### config.mk
export PLATFORM = sky130hd
export DESIGN_NAME = fsad_access_ctrl
export DESIGN_NICKNAME = d
export VERILOG_FILES = /design/src/rtl/fsad_pkg.sv /design/src/rtl/fsad_decode.sv /design/src/rtl/fsad_access_ctrl.sv
export SDC_FILE = /design/constraint.sdc
export NUM_CORES = 1
export LEC_CHECK = 0
export BUFFER_PORTS_ARGS = -buffer_cell sky130_fd_sc_hd__clkbuf_2
export CORE_MARGIN = 4
export CORE_UTILIZATION = 52
export CTS_CLUSTER_DIAMETER = 40
export DETAILED_ROUTE_END_ITERATION = 8
export GPL_TIMING_DRIVEN = 0
export HOLD_SLACK_MARGIN = 0.12
export PLACE_DENSITY = 0.92
export SYNTH_ARGS = -nofsm -noshare
export SYNTH_HDL_FRONTEND = slang
export SYNTH_HIERARCHICAL = 1
export SYNTH_SLANG_ARGS = --single-unit
### constraint.sdc
create_clock -name mclk -period 2.9 [get_ports mclk]
set_input_delay 0.145 -clock mclk [delete_from_list [all_inputs] [get_ports mclk]]
set_output_delay 0.145 -clock mclk [all_outputs]
set_load 0.05 [all_outputs]
### src/rtl/fsad_pkg.sv
// constants, types and decode helpers for the flash security access decode block
package fsad_pkg;

    // ------------------------------------------------------------
    // widths
    // ------------------------------------------------------------
    localparam int FSAD_ADDR_W = 16;
    localparam int FSAD_DATA_W = 32;

    // ------------------------------------------------------------
    // field encodings
    // ------------------------------------------------------------
    localparam logic [1:0] FSAD_SEC_UNSECURE = 2'h2;
    localparam logic [1:0] FSAD_FAC_DENY_A = 2'h1;
    localparam logic [1:0] FSAD_FAC_DENY_B = 2'h2;

    // ------------------------------------------------------------
    // reset values: secure and denied until the option fields are loaded
    // ------------------------------------------------------------
    localparam logic [1:0] FSAD_SEC_RST = 2'h3;
    localparam logic [1:0] FSAD_FAC_RST = 2'h1;
    localparam logic [FSAD_DATA_W-1:0] FSAD_DATA_ZERO = 32'h0000_0000;
    localparam logic [FSAD_ADDR_W-1:0] FSAD_ADDR_ZERO = 16'h0000;

    // ------------------------------------------------------------
    // types
    // ------------------------------------------------------------
    typedef enum logic [2:0] {
        FSAD_ST_IDLE = 3'h1,
        FSAD_ST_READ = 3'h2,
        FSAD_ST_RESP = 3'h4
    } fsad_phase_e;

    typedef struct packed {
        logic valid;
        logic [FSAD_ADDR_W-1:0] addr;
    } fsad_ft_req_s;

    typedef struct packed {
        logic valid;
        logic denied;
        logic [FSAD_DATA_W-1:0] data;
    } fsad_ft_rsp_s;

    typedef struct packed {
        logic [1:0] flash_security_state;
        logic [1:0] factory_access_code;
    } fsad_fields_s;

    // ------------------------------------------------------------
    // decode helpers
    // ------------------------------------------------------------
    function automatic logic fsad_is_secure(input logic [1:0] sec);
        return sec != FSAD_SEC_UNSECURE;
    endfunction : fsad_is_secure

    function automatic logic fsad_fac_granted(input logic [1:0] fac);
        return (fac != FSAD_FAC_DENY_A) && (fac != FSAD_FAC_DENY_B);
    endfunction : fsad_fac_granted

endpackage : fsad_pkg

### src/rtl/fsad_decode.sv
// combinational access decision from the stored security fields
module fsad_decode (
    input wire fsad_pkg::fsad_fields_s fields,
    output logic secure,
    output logic fac_granted,
    output logic access_granted
);
    import fsad_pkg::*;

    // ------------------------------------------------------------
    // decision
    // ------------------------------------------------------------
    // purely combinational so a forced or reloaded field acts at once
    always_comb begin
        secure = fsad_is_secure(fields.flash_security_state);
        fac_granted = fsad_fac_granted(fields.factory_access_code);
        // code only counts while secure
        access_granted = !secure || fac_granted;
    end

endmodule : fsad_decode

### src/rtl/fsad_access_ctrl.sv
// flash security state keeper and factory-test read gate

// Functional notes
// - the factory access code is weighed only while the part is secure and is ignored when unsecure.
// - code values 01 and 10 mean factory access denied, 00 and 11 mean granted.
// - secure with a denied code refuses factory reads of program flash until a full erase unsecures the part.
// - factory test sees current flash contents when unsecure, or when secure with a granted code.
// - a backdoor key unsecure forces the security state field to 10b.
// - while secure, access to flash module resources is restricted.
module fsad_access_ctrl (
    input wire logic mclk,
    input wire logic arst_n,
    input wire logic cfg_load,
    input wire fsad_pkg::fsad_fields_s cfg_fields,
    input wire logic backdoor_unsecure,
    input wire logic full_erase_done,
    input wire fsad_pkg::fsad_ft_req_s ft_req,
    output logic ft_req_ready,
    output fsad_pkg::fsad_ft_rsp_s ft_rsp,
    output logic flash_rd_req,
    output logic [fsad_pkg::FSAD_ADDR_W-1:0] flash_rd_addr,
    input wire logic flash_rd_ack,
    input wire logic [fsad_pkg::FSAD_DATA_W-1:0] flash_rd_data,
    output logic [1:0] flash_security_state,
    output logic [1:0] factory_access_code,
    output logic security_restrict,
    output logic factory_access_granted,
    output logic factory_deny_seen
);
    import fsad_pkg::*;

    // ------------------------------------------------------------
    // state
    // ------------------------------------------------------------
    typedef struct packed {
        fsad_fields_s fields;
        fsad_phase_e phase;
        logic [FSAD_ADDR_W-1:0] addr;
        fsad_ft_rsp_s rsp;
        logic deny_seen;
    } fsad_state_s;

    fsad_state_s st;
    fsad_state_s next_st;
    logic secure;
    logic fac_granted;
    logic access_granted;

    // ------------------------------------------------------------
    // decision
    // ------------------------------------------------------------
    fsad_decode u_decode (
        .fields(st.fields),
        .secure(secure),
        .fac_granted(fac_granted),
        .access_granted(access_granted)
    );

    // ------------------------------------------------------------
    // next state
    // ------------------------------------------------------------
    always_comb begin
        next_st = st;
        next_st.rsp.valid = 1'b0;

        // option fields reload the stored copy
        if (cfg_load) begin
            next_st.fields = cfg_fields;
        end
        // erase clears the security and the deny history
        if (full_erase_done) begin
            next_st.fields.flash_security_state = FSAD_SEC_UNSECURE;
            next_st.deny_seen = 1'b0;
        end
        // backdoor applied last so it wins over a same-cycle reload
        if (backdoor_unsecure) begin
            next_st.fields.flash_security_state = FSAD_SEC_UNSECURE;
        end

        unique case (st.phase)
            FSAD_ST_IDLE: begin
                if (ft_req.valid) begin
                    next_st.addr = ft_req.addr;
                    if (access_granted) begin
                        next_st.phase = FSAD_ST_READ;
                    end else begin
                        // refused read answers with zero data, never flash contents
                        next_st.phase = FSAD_ST_RESP;
                        next_st.rsp.denied = 1'b1;
                        next_st.rsp.data = FSAD_DATA_ZERO;
                    end
                end
            end
            FSAD_ST_READ: begin
                if (!access_granted) begin
                    // security rose mid-read: abandon and deny
                    next_st.phase = FSAD_ST_RESP;
                    next_st.rsp.denied = 1'b1;
                    next_st.rsp.data = FSAD_DATA_ZERO;
                end else if (flash_rd_ack) begin
                    next_st.phase = FSAD_ST_RESP;
                    next_st.rsp.denied = 1'b0;
                    next_st.rsp.data = flash_rd_data;
                end
            end
            FSAD_ST_RESP: begin
                next_st.phase = FSAD_ST_IDLE;
                next_st.rsp.valid = 1'b1;
                if (st.rsp.denied && !full_erase_done) begin
                    next_st.deny_seen = 1'b1;
                end
            end
        endcase
    end

    // ------------------------------------------------------------
    // registers
    // ------------------------------------------------------------
    always_ff @(posedge mclk or negedge arst_n) begin
        if (!arst_n) begin
            st.fields.flash_security_state <= FSAD_SEC_RST;
            st.fields.factory_access_code <= FSAD_FAC_RST;
            st.phase <= FSAD_ST_IDLE;
            st.addr <= FSAD_ADDR_ZERO;
            st.rsp.valid <= 1'b0;
            st.rsp.denied <= 1'b0;
            st.rsp.data <= FSAD_DATA_ZERO;
            st.deny_seen <= 1'b0;
        end else begin
            st <= next_st;
        end
    end

    // ------------------------------------------------------------
    // outputs
    // ------------------------------------------------------------
    // flash is only driven while granted, so a secure switch cuts the read off at once
    assign flash_rd_req = (st.phase == FSAD_ST_READ) && access_granted;
    assign flash_rd_addr = st.addr;
    assign ft_req_ready = (st.phase == FSAD_ST_IDLE);
    assign ft_rsp = st.rsp;
    assign flash_security_state = st.fields.flash_security_state;
    assign factory_access_code = st.fields.factory_access_code;
    assign security_restrict = secure;
    assign factory_access_granted = access_granted;
    assign factory_deny_seen = st.deny_seen;

endmodule : fsad_access_ctrl

==> out/results.txt <==
status -> finished clean
#FFs+latches synth -> 58
Worst EP arrival -> 2.31 ns
# clock sinks -> 58
Yosys Warn Count -> 6
Post-Syn Instances -> 272
classification of the worst setup path -> reg -> out
grt ovf -> 0
nature of the critical path startpoint -> flop
Fin. Hold Viols -> 0
worst path cell trace -> xnor2_1 -> a21o_1 -> nor4bb_1 -> clkbuf_1 -> buf_2 -> clkbuf_2
Critical Path Fanout Max -> 10
Root Buffer -> clkbuf_8
HP Class -> in -> reg
setup violators final -> 0
nets@finish -> 517
leakage -> 2.292 nW
H-tree Lvls -> 3
syn_area_per_cell -> 10.87 sq um
initial antenna violation count -> 0
Largest delay share family, worst path -> buffers and inverters
Routed Antenna Nets -> 0
clock buffer depth -> 2
count of cell types in the netlist -> 30
die area -> 6953 sq um
std cell rows -> 27
Setup WS pre-CTS -> 0.7629 ns
DRC viols -> 0
Worst Tran Pin Value -> 0.6743 ns
ANT cells -> 0
P&R area growth vs syn -> 48.73%
Req. time, crit path -> 2.76 ns
fin crit period -> 2.456 ns
core footprint -> 5507 sq um
placed inst area -> 3651 sq um
CP bufs+invs -> 3
clk slew on worst S/H paths -> 0.06 ns
routed length per placed instance -> 14.04 microns
DP Wirelength -> 4712 microns
period utilization -> 84.68%
Critical Path Max Stage Delay -> 0.55 ns
setup TNS -> 0 ns
die height -> 83.39 microns
Post-Syn Nets -> 331
pin count of the biggest net entering global routing -> 34
drt first pass iters -> 5
Crit-path slowest cell -> dfstp_2
Initial Util -> 53.67%
Slew Limit Fails -> 0
number of global-route vias before repair -> 2770
max_cap viols -> 0
CTS buffer count -> 9
final instance area -> 4395 sq um
first-pass GRT wire length -> 12850 microns
DIE WIDTH -> 83.39 microns
share of post-route cells with drive strength above 1 -> 47.95%
mapped cell area -> 2955 sq um
DRT iter0 DRCs -> 83
num ports -> 118
pwr/cell area -> 964.4 nW/um^2
RSZ-0062 raised after global routing -> false
Clock Skews -> 0.006770 ns
Vias/cell -> 4.587
worst setup margin -> 0.4444 ns
Post-Route WL -> 7510 microns
GPL Wtd Cong -> 0.7398
Crit. End Element -> output port
port buffer count -> 117
Post-CTS Setup Bufs -> 0
Vias -> 2454
Rel. slew slack -> 55.05%
Seq/Total Area, Yosys -> 49.28%
VDD IR max -> 609.3 uV
gr usage total -> 22.91%
Clock Latency Late Sink -> 0.32 ns
f_max -> 407.2 MHz
TritonCTS clock tree -> yes
-- layout make-up --
cell class                 count  area, sq um
fill                         329         1111
clock inverter                 3        15.01
inverter                      35        131.4
sequential                    58         1456
timing repair buffer         175         1176
multi-input combinational    113        870.8
clock buffer                  13        158.9
buffer                        66        496.7
tap                           72        90.09
-- routing by layer --
layer | up-vias | share of wire, % | GRT usage, %
met2 | 83 | 56 | 44.17
met5 | - | 0 | 0
met1 | 1181 | 37 | 24.44
met3 | 9 | 5.3 | 4.266
met4 | 0 | 1.2 | 8.470
li1 | 1181 | - | -
-- flip-flops by register name, summed over array words and instances, names as in the netlist --
signal                cells
st                        3
flash_rd_addr            16
factory_deny_seen         1
ft_rsp                   34
flash_security_state      2
factory_access_code       2
-- logic make-up (layout without fill, tap and decap cells) --
family                    count (synthesis)  in the layout  synth area share, %
buffers and inverters                   101            292                21.25
xor gates and xnor gates                  1              1               0.2964
muxes                                    52             52                18.37
DFF                                      58             58                49.28
and+or+nand+nor                          49             49                7.537
AOI/OAI and AO/OA                        11             11                3.260
-- where the power goes --
| group | switching (W) | internal, W |
|---|---|---|
| Sequential | 0.000134 | 0.00107 |
| Clock | 0.000296 | 0.000353 |
| Combinational | 0.00150 | 0.000885 |
-- through the flow --
step / total power (W) / hold WS [ns] / std cells / util [%]
6_report: 0.004239 / 0.1548 / 535 / 79.82
5_1_grt: 0.004468 / 0.1602 / 535 / 79.82
4_1_cts: 0.004243 / 0.1360 / 535 / 79.82
3_5_place_dp: 0.003520 / 0.2116 / 462 / 66.30
3_3_place_gp: 0.003447 / 0.2834 / 461 / 65.94
2_1_floorplan: 0.003070 / -0.1506 / 272 / -
-- worst register-to-register path: stages, from the launching register on --
cell	delay, ns
dfstp_2	0.55
xnor2_1	0.06
a21o_1	0.20
or3b_4	0.42
a31oi_4	0.37
buf_8	0.21
mux2i_1	0.23
-- synth_stat cells --
cell type | instances | area [sq um]
nor2_1 | 4 | 15.01
nand2_1 | 35 | 131.4
a2bb2oi_2 | 1 | 15.01
o21ai_0 | 2 | 10.01
mux2_2 | 18 | 202.7
buf_4 | 55 | 412.9
mux2i_1 | 34 | 340.3
a32o_1 | 1 | 10.01
a21o_1 | 1 | 7.510
nor3b_1 | 1 | 7.510
nand3b_1 | 1 | 7.510
and2_0 | 1 | 6.260
a31oi_4 | 1 | 21.27
nor4bb_1 | 1 | 10.01
xnor2_1 | 1 | 8.760
dfstp_2 | 4 | 105.1
o22ai_1 | 1 | 6.260
clkbuf_1 | 1 | 3.750
nand2b_1 | 1 | 6.260
dfrtp_1 | 54 | 1351
nor3_1 | 2 | 10.01
buf_2 | 7 | 35.03
or3b_4 | 1 | 11.26
nand4bb_1 | 1 | 11.26
and2_1 | 1 | 6.260
a21oi_1 | 2 | 10.01
buf_8 | 3 | 45.04
inv_1 | 35 | 131.4
o21bai_1 | 1 | 7.510
a22o_1 | 1 | 8.760
-- cell usage in the layout (no fill, tap or decap) --
cell and count:
clkinv_2 3, a31oi_4 1, clkbuf_1 3, o22ai_1 1
and2_0 1, nand3b_1 1, dfstp_2 4, dlygate4sd3_1 57
o21ai_0 2, buf_8 3, a21o_1 1, buf_12 1
a22o_1 1, nor3b_1 1, buf_2 7, nor4bb_1 1
or3b_4 1, o21bai_1 1, xnor2_1 1, a32o_1 1
clkbuf_8 11, nor3_1 2, mux2i_1 34, nor2_1 4
nand4bb_1 1, nand2_1 35, clkbuf_2 117, and2_1 1
a2bb2oi_2 1, mux2_2 18, a21oi_1 2, inv_1 35
nand2b_1 1, buf_4 55, dfrtp_1 54
-- what timing repair did --
action / in CTS / in global routing
gates resized for setup: 0 / 0
hold buffers: 57 / 0
endpoints found under the hold margin: 76 / 0
-- worst paths after layout --
path	startpoint	endpoint	slack (ns)	depth (start not counted)
max	factory_access_code[0]	flash_rd_req	0.44	6
min	cfg_load	flash_security_state[1]	0.15	3
max reg2reg	factory_access_code[0]	ft_rsp[2]	0.79	6
min reg2reg	factory_deny_seen	factory_deny_seen	0.50	2
max in group asynchronous	arst_n	flash_rd_addr[9]	1.91	3
min in group asynchronous	arst_n	ft_rsp[9]	0.39	2
Note: power is estimated with default switching activity, not from simulation.
